===== config.mk =====
export PLATFORM = sky130hd
export DESIGN_NAME = lcsi_top
export DESIGN_NICKNAME = d
export VERILOG_FILES = /design/src/inc/lcsi_pkg.sv /design/src/inc/lcsi_blink_if.sv /design/src/design/lcsi_top.sv /design/src/design/lcsi_blink_gen.sv /design/src/design/lcsi_pin_in.sv
export SDC_FILE = /design/constraint.sdc
export NUM_CORES = 1
export LEC_CHECK = 0
export BUFFER_PORTS_ARGS = -buffer_cell sky130_fd_sc_hd__clkbuf_2
export CELL_PAD_IN_SITES_DETAIL_PLACEMENT = 2
export CELL_PAD_IN_SITES_GLOBAL_PLACEMENT = 2
export CORE_MARGIN = 2
export CORE_UTILIZATION = 35
export DETAILED_ROUTE_END_ITERATION = 10
export HOLD_SLACK_MARGIN = 0.12
export PLACE_DENSITY_LB_ADDON = 0.1
export RECOVER_POWER = 25
export SLEW_MARGIN = 20
export SYNTH_ARGS = -nofsm -noshare
export SYNTH_HDL_FRONTEND = slang
export SYNTH_SLANG_ARGS = --single-unit
export TNS_END_PERCENT = 50

===== constraint.sdc =====
create_clock -name clock -period 3.2 [get_ports clock]
set_input_delay 0.32 -clock clock [delete_from_list [all_inputs] [get_ports clock]]
set_output_delay 0.32 -clock clock [all_outputs]
set_load 0.01 [all_outputs]

===== src/inc/lcsi_pkg.sv =====
`default_nettype none
package lcsi_pkg;
  // clock rate and blink timing
  localparam int unsigned CLK_HZ = 250_000_000;
  localparam int unsigned SLOW_HZ = 1;
  localparam int unsigned FAST_HZ = 10;
  localparam int unsigned FLASH_ON_MS = 100;
  localparam int unsigned SLOW_HALF_CYC = CLK_HZ / (2 * SLOW_HZ);
  localparam int unsigned FAST_HALF_CYC = CLK_HZ / (2 * FAST_HZ);
  localparam int unsigned FLASH_ON_CYC = CLK_HZ / 1000 * FLASH_ON_MS;
  localparam int unsigned CNT_W = 32;

  // register byte offsets
  localparam logic [7:0] CTRL_OFS = 8'h00;
  localparam logic [7:0] STATE_OFS = 8'h04;
  localparam logic [7:0] CMD_OFS = 8'h08;
  localparam logic [7:0] LAMP_OFS = 8'h0C;

  // control fields
  localparam int CTRL_EN_BIT = 0;
  localparam int CTRL_RESTART_BIT = 1;
  localparam logic [1:0] CTRL_RST = 2'h1;

  // device state fields written by software
  localparam int ST_WEAK = 0;
  localparam int ST_EXT_FAULT = 1;
  localparam int ST_INT_FAULT = 2;
  localparam int ST_RI_ENABLED = 3;
  localparam int ST_RI_RELEASED = 4;
  localparam int ST_FIELD_CLEAR = 5;
  localparam int ST_UP_ENABLE = 6;
  localparam int ST_UP_OPEN = 7;
  localparam int ST_TAUGHT = 8;
  localparam int ST_MUTING = 9;
  localparam int ST_TEACHING = 10;
  localparam int ST_MUTE_RESTART = 11;
  localparam int ST_OVERRIDE = 12;
  localparam int ST_TEACH_FAIL = 13;
  localparam int ST_W = 14;
  localparam logic [ST_W-1:0] STATE_RST = 14'h0000;

  // command fields, write-one pulses
  localparam int CMD_BURST_BIT = 0;
  localparam int CMD_TWO_BIT = 1;

  // lamp readback fields
  localparam int LP_RED = 0;
  localparam int LP_GREEN = 1;
  localparam int LP_YELLOW = 2;
  localparam int LP_BLUE = 3;
  localparam int LP_CH_ONE = 4;
  localparam int LP_CH_TWO = 5;
  localparam int LP_BURST = 6;
  localparam int LP_OUT_ON = 7;

  typedef enum logic [1:0] {
    LCSI_B_IDLE,
    LCSI_B_WAIT,
    LCSI_B_ON,
    LCSI_B_OFF
  } lcsi_burst_t;
endpackage
`default_nettype wire


===== src/inc/lcsi_blink_if.sv =====
`timescale 1ns/1ps
`default_nettype none
interface lcsi_blink_if;
  logic restart;
  logic slow;
  logic fast;
  logic flash;
  logic slow_tick;
  modport gen (input restart, output slow, fast, flash, slow_tick);
  modport user (output restart, input slow, fast, flash, slow_tick);
endinterface
`default_nettype wire


===== src/design/lcsi_top.sv =====
// The implementer's own choices: the register addresses and the AHB-Lite slave port.
`timescale 1ns/1ps
`default_nettype none
// What this block does
// - lamp one red while outputs off, green on, green 1 Hz when weak
// - lamp one red 1 Hz on external fault, red 10 Hz on internal
// - lamp two dark: interlock off, released, or locked with field broken
// - lamp two steady yellow when interlock locked, field clear, upstream ok
// - lamp two blinks yellow while upstream safety circuit is open
// - upstream changeover gives a burst of one or two yellow blinks
// - lamp three dark with no special function active
// - lamp three steady blue once blanking parameters are taught
// - lamp three blue 1 Hz while muting is active
// - lamp three short flashes: teaching, muting restart, muting override
// - lamp three blue 10 Hz when teaching fails
// - wiring drives channel inputs opposite; high-low picks channel one
module lcsi_top
  import lcsi_pkg::*;
#(
  parameter int unsigned SLOW_HALF = SLOW_HALF_CYC,
  parameter int unsigned FAST_HALF = FAST_HALF_CYC,
  parameter int unsigned FLASH_ON = FLASH_ON_CYC
) (
  input wire logic clock,
  input wire logic rst_n,
  input wire logic hsel,
  input wire logic [31:0] haddr,
  input wire logic [1:0] htrans,
  input wire logic hwrite,
  input wire logic [2:0] hsize,
  input wire logic [31:0] hwdata,
  input wire logic hready,
  output logic hreadyout,
  output logic hresp,
  output logic [31:0] hrdata,
  input wire logic safety_output_one,
  input wire logic safety_output_two,
  input wire logic channel_select_a,
  input wire logic channel_select_b,
  output logic optical_channel_one,
  output logic optical_channel_two,
  output logic lamp1_red,
  output logic lamp1_green,
  output logic lamp2_yellow,
  output logic lamp3_blue
);
  lcsi_blink_if bl ();

  logic [3:0] pins_sync;
  logic outputs_on;
  logic [1:0] ctrl;
  logic [ST_W-1:0] state;
  logic wr_pend;
  logic [7:0] wr_addr;
  logic addr_ok;
  logic wr_ctrl;
  logic wr_state;
  logic wr_cmd;
  logic burst_req;
  logic burst_two;
  lcsi_burst_t burst;
  lcsi_burst_t next_burst;
  logic [1:0] burst_left;
  logic burst_lit;
  logic burst_act;
  logic next_red;
  logic next_green;
  logic next_yellow;
  logic next_blue;

  // register decode for the read path; writes compare wr_addr directly
  function automatic logic [31:0] read_reg(input logic [7:0] ofs,
      input logic [1:0] c, input logic [ST_W-1:0] s, input logic [7:0] lp);
    logic [31:0] r;
    r = 32'h0000_0000;
    case (ofs)
      CTRL_OFS: r = {30'h0, 1'b0, c[CTRL_EN_BIT]};
      STATE_OFS: r = {{(32 - ST_W){1'b0}}, s};
      LAMP_OFS: r = {24'h0, lp};
      default: r = 32'h0000_0000;
    endcase
    return r;
  endfunction

  // pin synchroniser and channel decode
  lcsi_pin_in u_pins (
    .clock(clock),
    .rst_n(rst_n),
    .pins({channel_select_b, channel_select_a,
           safety_output_two, safety_output_one}),
    .pins_sync(pins_sync),
    .optical_channel_one(optical_channel_one),
    .optical_channel_two(optical_channel_two)
  );

  // blink rate generator
  lcsi_blink_gen #(
    .SLOW_HALF(SLOW_HALF),
    .FAST_HALF(FAST_HALF),
    .FLASH_ON(FLASH_ON)
  ) u_blink (
    .clock(clock),
    .rst_n(rst_n),
    .bl(bl)
  );

  // both safety outputs must be on to count as on
  assign outputs_on = pins_sync[0] & pins_sync[1];

  // zero-wait slave, always okay
  assign hreadyout = 1'b1;
  assign hresp = 1'b0;
  assign addr_ok = hsel && hready && htrans[1];

  // address phase of a write is held for the data phase
  always_ff @(posedge clock or negedge rst_n) begin
    if (!rst_n) begin
      wr_pend <= 1'b0;
      wr_addr <= 8'h00;
    end else if (hready) begin
      wr_pend <= addr_ok && hwrite;
      wr_addr <= haddr[7:0];
    end
  end

  // write strobes, effective in the data phase
  assign wr_ctrl = wr_pend && (wr_addr == CTRL_OFS);
  assign wr_state = wr_pend && (wr_addr == STATE_OFS);
  assign wr_cmd = wr_pend && (wr_addr == CMD_OFS);

  // read data registered at the address phase
  always_ff @(posedge clock or negedge rst_n) begin
    if (!rst_n) begin
      hrdata <= 32'h0000_0000;
    end else if (addr_ok && !hwrite) begin
      hrdata <= read_reg(haddr[7:0], ctrl, state,
        {outputs_on, burst_act, optical_channel_two, optical_channel_one,
         lamp3_blue, lamp2_yellow, lamp1_green, lamp1_red});
    end
  end

  // control: lamp enable, and a one-cycle blink restart
  always_ff @(posedge clock or negedge rst_n) begin
    if (!rst_n) begin
      ctrl <= CTRL_RST;
    end else if (wr_ctrl) begin
      ctrl <= {hwdata[CTRL_RESTART_BIT], hwdata[CTRL_EN_BIT]};
    end else begin
      ctrl[CTRL_RESTART_BIT] <= 1'b0;
    end
  end
  assign bl.restart = ctrl[CTRL_RESTART_BIT];

  // device state reported by the supervising logic
  always_ff @(posedge clock or negedge rst_n) begin
    if (!rst_n) begin
      state <= STATE_RST;
    end else if (wr_state) begin
      state <= hwdata[ST_W-1:0];
    end
  end

  // changeover command pulse
  assign burst_req = wr_cmd && hwdata[CMD_BURST_BIT];
  assign burst_two = hwdata[CMD_TWO_BIT];

  // changeover burst sequencer, aligned to the slow blink edges
  always_comb begin
    next_burst = burst;
    case (burst)
      LCSI_B_IDLE: next_burst = LCSI_B_IDLE;
      LCSI_B_WAIT: if (bl.slow_tick) begin
        next_burst = LCSI_B_ON;
      end
      LCSI_B_ON: if (bl.slow_tick) begin
        next_burst = LCSI_B_OFF;
      end
      LCSI_B_OFF: if (bl.slow_tick) begin
        next_burst = (burst_left == 2'h1) ? LCSI_B_IDLE : LCSI_B_ON;
      end
      default: next_burst = LCSI_B_IDLE;
    endcase
    if (burst_req) begin
      next_burst = LCSI_B_WAIT;
    end
  end

  // burst state and remaining blink count
  always_ff @(posedge clock or negedge rst_n) begin
    if (!rst_n) begin
      burst <= LCSI_B_IDLE;
      burst_left <= 2'h0;
    end else begin
      burst <= next_burst;
      if (burst_req) begin
        burst_left <= burst_two ? 2'h2 : 2'h1;
      end else if (burst == LCSI_B_OFF && bl.slow_tick) begin
        burst_left <= burst_left - 2'h1;
      end
    end
  end
  assign burst_act = (burst != LCSI_B_IDLE);
  assign burst_lit = (burst == LCSI_B_ON);

  // lamp one: faults first, then output state
  always_comb begin
    next_red = 1'b0;
    next_green = 1'b0;
    if (!ctrl[CTRL_EN_BIT]) begin
      next_red = 1'b0;
    end else if (state[ST_INT_FAULT]) begin
      next_red = bl.fast;
    end else if (state[ST_EXT_FAULT]) begin
      next_red = bl.slow;
    end else if (outputs_on && state[ST_WEAK]) begin
      next_green = bl.slow;
    end else if (outputs_on) begin
      next_green = 1'b1;
    end else begin
      next_red = 1'b1;
    end
  end

  // lamp two: changeover burst, open upstream, releasable interlock
  always_comb begin
    next_yellow = 1'b0;
    if (!ctrl[CTRL_EN_BIT]) begin
      next_yellow = 1'b0;
    end else if (burst_act) begin
      next_yellow = burst_lit;
    end else if (state[ST_UP_OPEN]) begin
      next_yellow = bl.slow;
    end else if (state[ST_RI_ENABLED] && !state[ST_RI_RELEASED] &&
                 state[ST_FIELD_CLEAR] && state[ST_UP_ENABLE]) begin
      next_yellow = 1'b1;
    end else begin
      next_yellow = 1'b0;
    end
  end

  // lamp three: teach error, short flash, muting, taught
  always_comb begin
    next_blue = 1'b0;
    if (!ctrl[CTRL_EN_BIT]) begin
      next_blue = 1'b0;
    end else if (state[ST_TEACH_FAIL]) begin
      next_blue = bl.fast;
    end else if (state[ST_TEACHING] || state[ST_MUTE_RESTART] ||
                 state[ST_OVERRIDE]) begin
      next_blue = bl.flash;
    end else if (state[ST_MUTING]) begin
      next_blue = bl.slow;
    end else if (state[ST_TAUGHT]) begin
      next_blue = 1'b1;
    end else begin
      next_blue = 1'b0;
    end
  end

  // lamp drivers from flip-flops
  always_ff @(posedge clock or negedge rst_n) begin
    if (!rst_n) begin
      lamp1_red <= 1'b0;
      lamp1_green <= 1'b0;
      lamp2_yellow <= 1'b0;
      lamp3_blue <= 1'b0;
    end else begin
      lamp1_red <= next_red;
      lamp1_green <= next_green;
      lamp2_yellow <= next_yellow;
      lamp3_blue <= next_blue;
    end
  end
endmodule
`default_nettype wire


===== src/design/lcsi_blink_gen.sv =====
`timescale 1ns/1ps
`default_nettype none
module lcsi_blink_gen
  import lcsi_pkg::*;
#(
  parameter int unsigned SLOW_HALF = SLOW_HALF_CYC,
  parameter int unsigned FAST_HALF = FAST_HALF_CYC,
  parameter int unsigned FLASH_ON = FLASH_ON_CYC
) (
  input wire logic clock,
  input wire logic rst_n,
  lcsi_blink_if.gen bl
);
  logic [1:0] phase;
  logic [1:0] tick;
  logic [CNT_W-1:0] cnt [2];

  // one divider per rate, square wave at half duty
  for (genvar g = 0; g < 2; g++) begin : g_div
    localparam int unsigned HALF = (g == 0) ? SLOW_HALF : FAST_HALF;
    assign tick[g] = (cnt[g] == CNT_W'(HALF - 1));
    always_ff @(posedge clock or negedge rst_n) begin
      if (!rst_n) begin
        cnt[g] <= '0;
        phase[g] <= 1'b0;
      end else if (bl.restart) begin
        cnt[g] <= '0;
        phase[g] <= 1'b0;
      end else if (tick[g]) begin
        cnt[g] <= '0;
        phase[g] <= ~phase[g];
      end else begin
        cnt[g] <= cnt[g] + 1'b1;
      end
    end
  end

  // short flash: lit at the start of each lit slow half period
  assign bl.flash = phase[0] && (cnt[0] < CNT_W'(FLASH_ON));
  assign bl.slow = phase[0];
  assign bl.fast = phase[1];
  assign bl.slow_tick = tick[0];
endmodule
`default_nettype wire


===== src/design/lcsi_pin_in.sv =====
`timescale 1ns/1ps
`default_nettype none
module lcsi_pin_in (
  input wire logic clock,
  input wire logic rst_n,
  input wire logic [3:0] pins,
  output logic [3:0] pins_sync,
  output logic optical_channel_one,
  output logic optical_channel_two
);
  logic [3:0] meta;

  // two-stage synchroniser for the pin inputs
  always_ff @(posedge clock or negedge rst_n) begin
    if (!rst_n) begin
      meta <= 4'h0;
      pins_sync <= 4'h0;
    end else begin
      meta <= pins;
      pins_sync <= meta;
    end
  end

  // channel from opposite levels; equal levels select neither
  always_ff @(posedge clock or negedge rst_n) begin
    if (!rst_n) begin
      optical_channel_one <= 1'b0;
      optical_channel_two <= 1'b0;
    end else begin
      optical_channel_one <= pins_sync[2] & ~pins_sync[3];
      optical_channel_two <= ~pins_sync[2] & pins_sync[3];
    end
  end
endmodule
`default_nettype wire


## Word-level counts from Yosys, hierarchy flattened

Cells that the tools add are included.

- Register bits after elaboration: 141
- Bits in latches: 0
- Bits in writable memories: 0
- ROM bits: 0
- Input port bits: 78
- Output and inout port bits: 40
- Word-level logic and storage cells: 108
- Memories: 0

- Add/sub/neg operators: 3
- Multipliers: 0
- Div/mod/pow operators: 0
- $lt $le $gt $ge: 1
- Equal/unequal tests: 13
- Shift-type cells: 0
- Muxes and demuxes: 38
- Bitwise operators: 7
- Reductions and logical operators: 26

Operators with widths:

| kind | count |
|---|---|
| two-way mux 32 bit | 4 |
| adder 32 x 1 -> 32 bit, second input constant | 2 |
| case mux 14 bit (3 select lines) | 1 |
| == test 32 x 24 -> 1 bit, second input constant | 1 |
| == test 32 x 27 -> 1 bit, second input constant | 1 |
| less-than comparator 32 x 25 -> 1 bit, second input constant | 1 |
| two-way mux 1 bit | 24 |
| == test 8 x 3 -> 1 bit, second input constant | 2 |
| == test 8 x 4 -> 1 bit, second input constant | 2 |
| zero test 8 bit | 2 |
| two-way mux 2 bit | 8 |
| logical AND 1 bit | 14 |
| inequality test 3 bit, second input constant | 3 |
| case mux 2 bit (4 select lines) | 1 |
| nonzero test 2 bit | 4 |
| == test 2 x 1 -> 1 bit, second input constant | 2 |
| == test 2 bit, second input constant | 2 |
| inverter 1 bit | 4 |
| bitwise AND 1 bit | 3 |
| AND reduction 3 bit | 1 |
| zero test 1 bit | 2 |
| zero test 2 bit | 1 |
| logical OR 1 bit | 2 |
| subtractor 2 x 1 -> 2 bit, second input constant | 1 |

## Longest topological paths before layout

Gate-level depths: netlist (run 1).

- Depth in word-level cells: 8
- Depth in mapped cells: 9
- Depth with buffers taken out: 6

## Modules after synthesis

From an unflattened synthesis (run 1), not the netlist that was laid out.

- Cell total of the unflattened synthesis: 566
- Area, all modules: 5985.7 um2

Modules (own cells, without submodules):

| module | instances | cells an instance | area an instance (um2) | seq. area each (um2) |
|---|---|---|---|---|
| lcsi_blink_gen | 1 | 360 | 3423.3 | 1651.6 |
| lcsi_top | 1 | 194 | 2297.2 | 1177.4 |
| lcsi_pin_in | 1 | 12 | 265.3 | 250.2 |

## Worst setup path after synthesis (run 1)

No wires, ideal clock.

- Path kind: register to register
- Start point: register u_blink.cnt[61] in the netlist's numbering
- End point: register u_blink.cnt[46] in the netlist's numbering
- Library setup time: 0.119 ns
- Data arrival time: 2.088 ns
- Required time: 3.081 ns
- Path slack: 0.993 ns
- Stages on the path, launching flop included: 8
- Buffers on the path: 2
- Period minus slack after synthesis: 2.207 ns
- Cell sequence: dfrtp_1 or4_4 or4_4 nor4_4 or2_1 buf_6 buf_12 nor2_1

- Word-level cells in the longest chain between the ends: 3

RTL lines:

| what | line | RTL |
|---|---|---|
| from (decl) | lcsi_blink_gen.sv:16 | `logic [CNT_W-1:0] cnt [2];` |
| from (signal, indexed assignment) | lcsi_blink_gen.sv:33 | `cnt[g] <= cnt[g] + 1'b1;` |
| == test 32 x 27 -> 1 bit | lcsi_blink_gen.sv:21 | `assign tick[g] = (cnt[g] == CNT_W'(HALF - 1));` |
| two-way mux 32 bit | lcsi_blink_gen.sv:29 | `end else if (tick[g]) begin` |
| two-way mux 32 bit | lcsi_blink_gen.sv:26 | `end else if (bl.restart) begin` |

Every way passes these cells.
A chain may end at the register's enable or synchronous reset.

## Final worst setup path (run 1)

- Start point: register u_blink.cnt[61] in the netlist's numbering
- End point: register burst_left[1]

- Word-level cells in the longest chain between the ends: 3

RTL lines:

| what | line | RTL |
|---|---|---|
| == test 32 x 27 -> 1 bit | lcsi_blink_gen.sv:21 |  |
| logical AND 1 bit | lcsi_top.sv:197 | `end else if (burst == LCSI_B_OFF && bl.slow_tick) begin` |
| nonzero test 2 bit (no source line) | -- |  |
| to (signal assigned) | lcsi_top.sv:196 | `burst_left <= burst_two ? 2'h2 : 2'h1;` |
| to (signal assigned) | lcsi_top.sv:198 | `burst_left <= burst_left - 2'h1;` |
| to (decl) | lcsi_top.sv:63 | `logic [1:0] burst_left;` |

Every way passes these cells.

==> impl_results.html, run 1 <==
<table>
<tr><th>Metric</th><th>Value</th></tr>
<tr><th colspan="2">Finish</th></tr>
<tr><td>Post-layout nets</td><td>709</td></tr>
<tr><td>Area grow syn2layout</td><td>18.40%</td></tr>
<tr><td>Final Core Density</td><td>42.25%</td></tr>
<tr><td>Share of final-layout standard cells stronger than drive strength 1</td><td>18.88%</td></tr>
<tr><td>Diodes inserted</td><td>0</td></tr>
<tr><td>Final cell count without fillers</td><td>861</td></tr>
<tr><th colspan="2">Global routing</th></tr>
<tr><td>Vias in the first global route</td><td>4,963</td></tr>
<tr><td>First-pass GRT wire length</td><td>26.05 mm</td></tr>
<tr><td>Global-route total usage across every layer</td><td>18.28%</td></tr>
<tr><td>Largest net degree at the start of global routing</td><td>72</td></tr>
<tr><td>Overflow left after global routing</td><td>0</td></tr>
<tr><td>Initial antenna violation count</td><td>0</td></tr>
<tr><th colspan="2">Clocking</th></tr>
<tr><td>CTS tree</td><td>built</td></tr>
<tr><td>Library cell used as clock root buffer</td><td>sky130_fd_sc_hd__clkbuf_16</td></tr>
<tr><td>Clock H-tree levels</td><td>4</td></tr>
<tr><td>Clk slew on worst S/H paths</td><td>0.06 ns</td></tr>
<tr><td>CTS buffer count</td><td>17</td></tr>
<tr><td>Number of setup buffers added after CTS</td><td>0</td></tr>
<tr><td>Maximum count of clock buffers along a single path</td><td>2</td></tr>
<tr><td>Hold buffer count at cts</td><td>7</td></tr>
<tr><td>Post-CTS resize count</td><td>0</td></tr>
<tr><td>Source-to-sink clock delay at the later pin of the worst-skew pair</td><td>0.41 ns</td></tr>
<tr><td>Clock sink count</td><td>123</td></tr>
<tr><th colspan="2">Critical path</th></tr>
<tr><td>Category of the most critical setup path</td><td>register to register</td></tr>
<tr><td>Register-to-register setup slack</td><td>around 0.74 ns</td></tr>
<tr><td>Maximum fanout encountered on the critical timing path</td><td>4</td></tr>
<tr><td>Worst Setup Start Kind</td><td>register</td></tr>
<tr><td>R2R depth</td><td>5</td></tr>
<tr><td>Data arrival, critical path</td><td>2.75 ns</td></tr>
<tr><td>Category of the worst setup path capture point</td><td>register</td></tr>
<tr><td>Required @ worst endpoint</td><td>3.48 ns</td></tr>
<tr><th colspan="2">Floorplan</th></tr>
<tr><td>Die H</td><td>133.8 um</td></tr>
<tr><td>Starting utilization of the core area</td><td>35.69%</td></tr>
<tr><td>Core Footprint</td><td>~0.017 mm^2</td></tr>
<tr><td>Rows</td><td>47</td></tr>
<tr><td>I/O pin count</td><td>around 120</td></tr>
<tr><td>Die W</td><td>133.8 um</td></tr>
<tr><td>Die area</td><td>between 0.015 and 0.02 mm^2</td></tr>
<tr><th colspan="2">Hold path</th></tr>
<tr><td>Worst min path class</td><td>primary input to register</td></tr>
<tr><td>Hold Path Cell Cnt</td><td>2</td></tr>
<tr><th colspan="2">Flow run</th></tr>
<tr><td>Number of maximum-capacitance violations</td><td>0</td></tr>
<tr><th colspan="2">Timing</th></tr>
<tr><td>Relative slew slack</td><td>8.446%</td></tr>
<tr><td>Setup violators final</td><td>0</td></tr>
<tr><td>Total count of max-transition violations in the final report</td><td>0</td></tr>
<tr><td>Smallest hold slack</td><td>0.1407 ns</td></tr>
<tr><td>Max Clk Rate</td><td>just over 400 MHz</td></tr>
<tr><td>Final Hold Violating Endpoints</td><td>0</td></tr>
<tr><td>Share of the clock period used by the worst path</td><td>76.91%</td></tr>
<tr><td>Min Tclk post-route</td><td>2.461 ns</td></tr>
<tr><td>Setup TNS after final layout</td><td>0 ns</td></tr>
<tr><td>Transition at the pin with the smallest max-transition slack</td><td>roughly 1.4 ns</td></tr>
<tr><td>Skew final</td><td>0.008442 ns</td></tr>
<tr><td>RSZ-0062 raised after global routing</td><td>no</td></tr>
<tr><th colspan="2">Synthesis</th></tr>
<tr><td>Number of library cell types mapped by synthesis</td><td>54</td></tr>
<tr><td>Yosys synthesis warning count</td><td>0</td></tr>
<tr><td>Synthesized flop and latch total</td><td>123</td></tr>
<tr><td>Share of the synthesized area in the top cell type</td><td>51.77%</td></tr>
<tr><td>Cells taking the most area after synthesis</td><td>sky130_fd_sc_hd__dfrtp_1 (52%), sky130_fd_sc_hd__nor2_1 (5.1%), sky130_fd_sc_hd__xnor2_1 (4.6%), sky130_fd_sc_hd__mux2_2 (4.6%), sky130_fd_sc_hd__xor2_1 (4.0%)</td></tr>
<tr><td>Cell type with the largest total area after synthesis</td><td>sky130_fd_sc_hd__dfrtp_1</td></tr>
<tr><td>Count of flip-flops with a built-in enable after synthesis</td><td>0</td></tr>
<tr><td>Proportion of register bits with asynchronous set or reset after synthesis</td><td>100.0%</td></tr>
<tr><td>Sequential area share after synthesis</td><td>52.22%</td></tr>
<tr><td>Mean cell area of the mapped netlist</td><td>10.44 um^2</td></tr>
<tr><td>Post-Synthesis Cell Area</td><td>0.005897 mm^2</td></tr>
<tr><td>Count of mapped cells out of synthesis</td><td>565</td></tr>
<tr><td>Main flop type after synthesis</td><td>sky130_fd_sc_hd__dfrtp_1</td></tr>
<tr><th colspan="2">Placed design</th></tr>
<tr><td>Cell Count Post-Placement</td><td>822</td></tr>
<tr><td>PortBufs</td><td>51</td></tr>
<tr><td>Estimated wirelength of the detail-placed design</td><td>10.56 mm</td></tr>
<tr><td>Routability-driven placement congestion ratio</td><td>0.7384</td></tr>
<tr><th colspan="2">Route</th></tr>
<tr><td>DRC violations left</td><td>0</td></tr>
<tr><td>Total wire length</td><td>15.17 mm</td></tr>
<tr><td>Number of nets still failing antenna checks after routing</td><td>0</td></tr>
<tr><td>Met3 WL</td><td>331 um</td></tr>
<tr><td>Vias after detailed routing</td><td>4,413</td></tr>
<tr><td>Iteration-0 DRC Markers</td><td>roughly 130</td></tr>
<tr><td>Met1 routed wirelength after detailed routing</td><td>6.778 mm</td></tr>
<tr><td>DRT Pass-1 Iters</td><td>4</td></tr>
<tr><td>Routed via count divided by cell count</td><td>5.125</td></tr>
<tr><td>Top metal layer carrying routed signals</td><td>met4</td></tr>
<tr><td>Wire length per cell after detailed routing</td><td>17.61 um</td></tr>
<tr><td>Sum of met2 wire segment lengths after detailed routing</td><td>roughly 7.9 mm</td></tr>
<tr><th colspan="2">Outcome</th></tr>
<tr><td>Result of the run</td><td>finished, final reports clean</td></tr>
<tr><th colspan="2">Power</th></tr>
<tr><td>Leakage power total</td><td>3.145 nW</td></tr>
<tr><td>Total power per unit cell area</td><td>600.8 mW/mm^2</td></tr>
<tr><td>Total chip power</td><td>4.195 mW</td></tr>
<tr><td>Worst IR drop on VDD</td><td>0.0004142 V</td></tr>
</table>
-- path summary, 6_finish.rpt --
check | startpoint | to
worst max-delay path | u_blink.cnt[61]$_DFF_PN0_ | burst_left[1]$_DFFE_PN0P_
worst min-delay path | hwdata[8] | state[8]$_DFFE_PN0P_
worst max register to register | u_blink.cnt[61]$_DFF_PN0_ | burst_left[1]$_DFFE_PN0P_
worst min register to register | u_pins.meta[1]$_DFF_PN0_ | u_pins.pins_sync[1]$_DFF_PN0_
max in group asynchronous | rst_n | ctrl[0]$_DFFE_PN1P_
min in group asynchronous | rst_n | u_pins.pins_sync[0]$_DFF_PN0_
-- power breakdown --
group	switching [mW]	internal [mW]	leakage (nW)
clock network	0.769	1.26	0.299
registers	0.129	1.67	1.59
logic	0.206	0.157	1.26
-- synth_stat cells, types with 10 or more instances --
library cell               number
sky130_fd_sc_hd__and3_1        11
sky130_fd_sc_hd__buf_4         20
sky130_fd_sc_hd__clkbuf_1      10
sky130_fd_sc_hd__dfrtp_1      122
sky130_fd_sc_hd__inv_1         14
sky130_fd_sc_hd__mux2_2        24
sky130_fd_sc_hd__nand2_1       35
sky130_fd_sc_hd__nand3_1       31
sky130_fd_sc_hd__nand4_1       26
sky130_fd_sc_hd__nor2_1        80
sky130_fd_sc_hd__nor3_1        16
sky130_fd_sc_hd__nor4_1        19
sky130_fd_sc_hd__o21ai_0       13
sky130_fd_sc_hd__xnor2_1       31
sky130_fd_sc_hd__xor2_1        27
-- cells by family (layout without fill, tap and decap cells) --
family                   after synthesis  in the layout  share of synthesized area [%]
AO/OA/AOI/OAI                         39             39                          4.371
other                                  2             20                         0.1274
multiplexers                          32             32                          5.941
AND/OR/NAND/NOR                      257            257                          22.85
adder cells (fa/ha/maj)                3              3                         0.6366
XOR/XNOR                              58             58                          8.615
buffers and inverters                 51            109                          5.241
flip-flops                           123            123                          52.22
-- sequential cells by signal, indices dropped and copies added, names as in the netlist --
register	count
hrdata	14
u_blink.bl.slow	1
u_pins.meta	4
u_blink.cnt	64
u_pins.optical_channel_one	1
wr_pend	1
u_blink.bl.fast	1
burst_left	2
lamp1_green	1
u_pins.optical_channel_two	1
u_pins.pins_sync	4
state	14
burst	2
lamp3_blue	1
wr_addr	8
ctrl	2
lamp2_yellow	1
lamp1_red	1
-- critical path, stage by stage, from the launching register on --
cell	delay (ns)
sky130_fd_sc_hd__dfrtp_1	0.40
sky130_fd_sc_hd__or4_4	0.57
sky130_fd_sc_hd__or4_4	0.55
sky130_fd_sc_hd__nor2_1	0.33
sky130_fd_sc_hd__a211oi_1	0.12
sky130_fd_sc_hd__or3_1	0.36
-- layer usage --
layer | global-route usage [%] | vias up
li1 | - | 2069
met2 | 32.11 | 41
met5 | 0 | -
met3 | 4.044 | 7
met1 | 23.20 | 2296
met4 | 3.842 | 0
-- metrics by stage --
stage                     setup WS, ns  instance area, um^2
after floorplan                 0.9928                 5964
after global placement          0.6896                 6291
after detailed placement        0.6439                 6291
after CTS                       0.6549                 6984
after global routing            0.4847                 6982
final                           0.7389                 6982
-- cell usage in the layout, fill, tap and decap left out, drive strengths merged, types with 7 or more instances in the layout --
master	instances
a21oi	8
and3	12
and4	7
clkbuf	69
conb	20
dfrtp	122
dlygate4sd3	7
inv	19
mux2	24
mux2i	8
nand2	35
nand3	31
nand4	26
nor2	80
nor2b	7
nor3	16
nor4	20
o21ai	13
xnor2	31
xor2	27
-- area by class of cell --
cell class / count / area, um^2
Clock buffer: 18 / 439.2
Clock inverter: 14 / 183.9
Fill cell: 1790 / 9543
Inverter: 14 / 52.55
Multi-Input combinational cell: 409 / 2576
Sequential cell: 123 / 3079
Tap cell: 220 / 275.3
Timing Repair Buffer: 63 / 375.4
Power figures use the tool's default switching activity.
==> run 2, diff against run 1 <==
clock period = 2.3 ns   (was 3.2 ns; I/O delays follow)
==> run 2 against run 1 <==
Net effect:
- the run now ends with capacitance limit, slew limit left
- clock skew down 0.00058 ns
- sequential share of layout area down 2.3 points
- clock power up 36%
- largest cell class unchanged
==> impl_results.html, run 2 (synthesized netlist as in run 1, its figures left out) <==
<table>
<tr><th>Metric</th><th>Value</th></tr>
<tr><th colspan="2">Outcome</th></tr>
<tr><td>Result of the run</td><td>finished, violations left</td></tr>
<tr><td>Violations in the final reports</td><td>capacitance limit, slew limit</td></tr>
<tr><th colspan="2">Timing</th></tr>
<tr><td>Total count of max-transition violations in the final report</td><td>124</td></tr>
<tr><td>Relative slew slack</td><td>-7.365%</td></tr>
<tr><td>Final setup margin</td><td>0.06213 ns</td></tr>
<tr><td>Skew final</td><td>0.007864 ns</td></tr>
<tr><td>Setup violators final</td><td>0</td></tr>
<tr><td>Smallest hold slack</td><td>0.1545 ns</td></tr>
<tr><td>RSZ-0062 raised after global routing</td><td>yes</td></tr>
<tr><td>Final Hold Violating Endpoints</td><td>0</td></tr>
<tr><td>Min Tclk post-route</td><td>2.238 ns</td></tr>
<tr><td>Transition at the pin with the smallest max-transition slack</td><td>around 1.6 ns</td></tr>
<tr><td>Max Clk Rate</td><td>approximately 450 MHz</td></tr>
<tr><td>Share of the clock period used by the worst path</td><td>97.30%</td></tr>
<tr><th colspan="2">Global routing</th></tr>
<tr><td>Global-route total usage across every layer</td><td>between 10% and 20%</td></tr>
<tr><td>Overflow left after global routing</td><td>0</td></tr>
<tr><td>Initial antenna violation count</td><td>0</td></tr>
<tr><td>Largest net degree at the start of global routing</td><td>124</td></tr>
<tr><td>First-pass GRT wire length</td><td>between 20 and 30 mm</td></tr>
<tr><td>Vias in the first global route</td><td>5,424</td></tr>
<tr><th colspan="2">Route</th></tr>
<tr><td>Number of nets still failing antenna checks after routing</td><td>0</td></tr>
<tr><td>Wire length per cell after detailed routing</td><td>17.62 um</td></tr>
<tr><td>Vias after detailed routing</td><td>4,567</td></tr>
<tr><td>DRC violations left</td><td>0</td></tr>
<tr><td>DRT Pass-1 Iters</td><td>4</td></tr>
<tr><td>Routed via count divided by cell count</td><td>5.058</td></tr>
<tr><td>Iteration-0 DRC Markers</td><td>157</td></tr>
<tr><td>Total wire length</td><td>15.92 mm</td></tr>
<tr><th colspan="2">Flow run</th></tr>
<tr><td>Number of maximum-capacitance violations</td><td>1</td></tr>
<tr><th colspan="2">Finish</th></tr>
<tr><td>Post-layout nets</td><td>751</td></tr>
<tr><td>Number of filler cells placed in the layout</td><td>roughly 1,800</td></tr>
<tr><td>Most common cell after layout, fill and taps aside</td><td>sky130_fd_sc_hd__dfrtp_1</td></tr>
<tr><td>Biggest registers after layout</td><td>u_blink.cnt (64), hrdata (14), state (14)</td></tr>
<tr><td>Fin area</td><td>0.007365 mm^2</td></tr>
<tr><td>Biggest register</td><td>u_blink.cnt</td></tr>
<tr><td>Share of final-layout standard cells stronger than drive strength 1</td><td>20.79%</td></tr>
<tr><td>Diodes inserted</td><td>0</td></tr>
<tr><td>Most frequent cells in the layout</td><td>sky130_fd_sc_hd__dfrtp_1 (122), sky130_fd_sc_hd__nor2_1 (79), sky130_fd_sc_hd__clkbuf_2 (46)</td></tr>
<tr><td>Flip-flop count of the largest register after layout</td><td>64</td></tr>
<tr><td>Area grow syn2layout</td><td>24.89%</td></tr>
<tr><td>Final Core Density</td><td>44.57%</td></tr>
<tr><th colspan="2">Placed design</th></tr>
<tr><td>Pre-CTS worst setup slack</td><td>-0.01029 ns</td></tr>
<tr><td>PortBufs</td><td>between 50 and 60</td></tr>
<tr><td>Estimated wirelength of the detail-placed design</td><td>10.75 mm</td></tr>
<tr><td>DP Area</td><td>0.006481 mm^2</td></tr>
<tr><td>Routability-driven placement congestion ratio</td><td>0.7726</td></tr>
<tr><th colspan="2">Critical path</th></tr>
<tr><td>Maximum fanout encountered on the critical timing path</td><td>3</td></tr>
<tr><td>Worst Setup Start Kind</td><td>register</td></tr>
<tr><td>R2R depth</td><td>5</td></tr>
<tr><td>Required @ worst endpoint</td><td>2.59 ns</td></tr>
<tr><td>Category of the most critical setup path</td><td>register to register</td></tr>
<tr><td>Data arrival, critical path</td><td>2.53 ns</td></tr>
<tr><td>Category of the worst setup path capture point</td><td>register</td></tr>
<tr><th colspan="2">Clocking</th></tr>
<tr><td>Source-to-sink clock delay at the later pin of the worst-skew pair</td><td>around 0.41 ns</td></tr>
<tr><td>Library cell used as clock root buffer</td><td>sky130_fd_sc_hd__clkbuf_16</td></tr>
<tr><td>Number of setup buffers added after CTS</td><td>0</td></tr>
<tr><td>CTS tree</td><td>built</td></tr>
<tr><td>CTS buffer count</td><td>17</td></tr>
<tr><td>Clk slew on worst S/H paths</td><td>roughly 0.06 ns</td></tr>
<tr><td>Clock H-tree levels</td><td>4</td></tr>
<tr><td>Maximum count of clock buffers along a single path</td><td>2</td></tr>
<tr><td>Clock sink count</td><td>about 120</td></tr>
<tr><th colspan="2">Hold path</th></tr>
<tr><td>Hold Path Cell Cnt</td><td>3</td></tr>
<tr><td>Worst min path class</td><td>primary input to register</td></tr>
<tr><th colspan="2">Power</th></tr>
<tr><td>Total chip power</td><td>approximately 6 mW</td></tr>
<tr><td>Worst IR drop on VDD</td><td>between 0.0004 and 0.0005 V</td></tr>
<tr><td>Leakage power total</td><td>3.336 nW</td></tr>
<tr><td>Total power per unit cell area</td><td>795.4 mW/mm^2</td></tr>
<tr><th colspan="2">Floorplan</th></tr>
<tr><td>I/O pin count</td><td>between 100 and 150</td></tr>
<tr><td>Core Footprint</td><td>0.01652 mm^2</td></tr>
<tr><td>Die area</td><td>0.01790 mm^2</td></tr>
<tr><td>Rows</td><td>47</td></tr>
<tr><td>Die W</td><td>133.8 um</td></tr>
<tr><td>Starting utilization of the core area</td><td>a little over a third</td></tr>
<tr><td>Die H</td><td>around 130 um</td></tr>
</table>
[run 2: changes by cell type in the layout (fill, tap and decap cells not counted), moves of 2 or more]
cell / delta
sky130_fd_sc_hd__dlygate4sd3_1: +20
sky130_fd_sc_hd__clkinvlp_4: +2
sky130_fd_sc_hd__clkbuf_1: +4
sky130_fd_sc_hd__buf_4: +21
sky130_fd_sc_hd__clkbuf_2: -5
sky130_fd_sc_hd__clkinv_4: -2
[run 2: metal layers]
metal  global-route usage (%)  vias to the layer above  wire length (um)
li1                         -                     2154                 -
met4                    4.492                        0               147
met3                    4.082                        9               308
met2                    35.07                       43              8409
met5                        0                        -                 0
met1                    23.71                     2361              7049
[run 2: worst max-delay path: stages (launching register included)]
cell,delay [ns]
sky130_fd_sc_hd__dfrtp_1,0.41
sky130_fd_sc_hd__or4_4,0.56
sky130_fd_sc_hd__or4_4,0.58
sky130_fd_sc_hd__nor2_4,0.13
sky130_fd_sc_hd__a211oi_1,0.08
sky130_fd_sc_hd__or3_1,0.35
[run 2: power breakdown]
group / switching [mW] / internal [mW]
Combinational: 0.329 / 0.277
Clock: 1.05 / 1.72
Sequential: 0.159 / 2.32
[run 2: final timing paths]
kind / slack [ns] / to / startpoint
setup / recovery: 0.06 / burst_left[1]$_DFFE_PN0P_ / u_blink.cnt[61]$_DFF_PN0_
hold / removal: 0.15 / hrdata[6]$_DFFE_PN0P_ / haddr[2]
setup reg to reg: 0.06 / burst_left[1]$_DFFE_PN0P_ / u_blink.cnt[61]$_DFF_PN0_
hold reg to reg: 0.36 / u_pins.pins_sync[1]$_DFF_PN0_ / u_pins.meta[1]$_DFF_PN0_
max in group asynchronous: 0.41 / u_blink.cnt[10]$_DFF_PN0_ / rst_n
min in group asynchronous: 0.87 / wr_addr[5]$_DFFE_PN0P_ / rst_n
[run 2: repair_timing]
item                                   4_1_cts  5_1_grt
gates resized for setup                      1        3
endpoints found under the hold margin      149        0
setup endpoints to repair                    1        3
hold buffers                                27        0
[run 2: final cells by class]
class | count | area (um^2) | share of cell area [%]
Multi-Input combinational cell | 409 | 2595 | 35.24
Inverter | 14 | 52.55 | 0.7136
Sequential cell | 123 | 3079 | 41.81
Tap cell | 220 | 275.3 | 3.738
Clock buffer | 17 | 425.4 | 5.776
Clock inverter | 15 | 186.4 | 2.531
Timing Repair Buffer | 105 | 750.7 | 10.19
[run 2: metrics by stage]
step,cells,TNS (ns)
finish,903,0
detailed placement,844,-0.01029
floorplan,583,0
global route,903,-0.01775
CTS,903,0
global placement,844,0
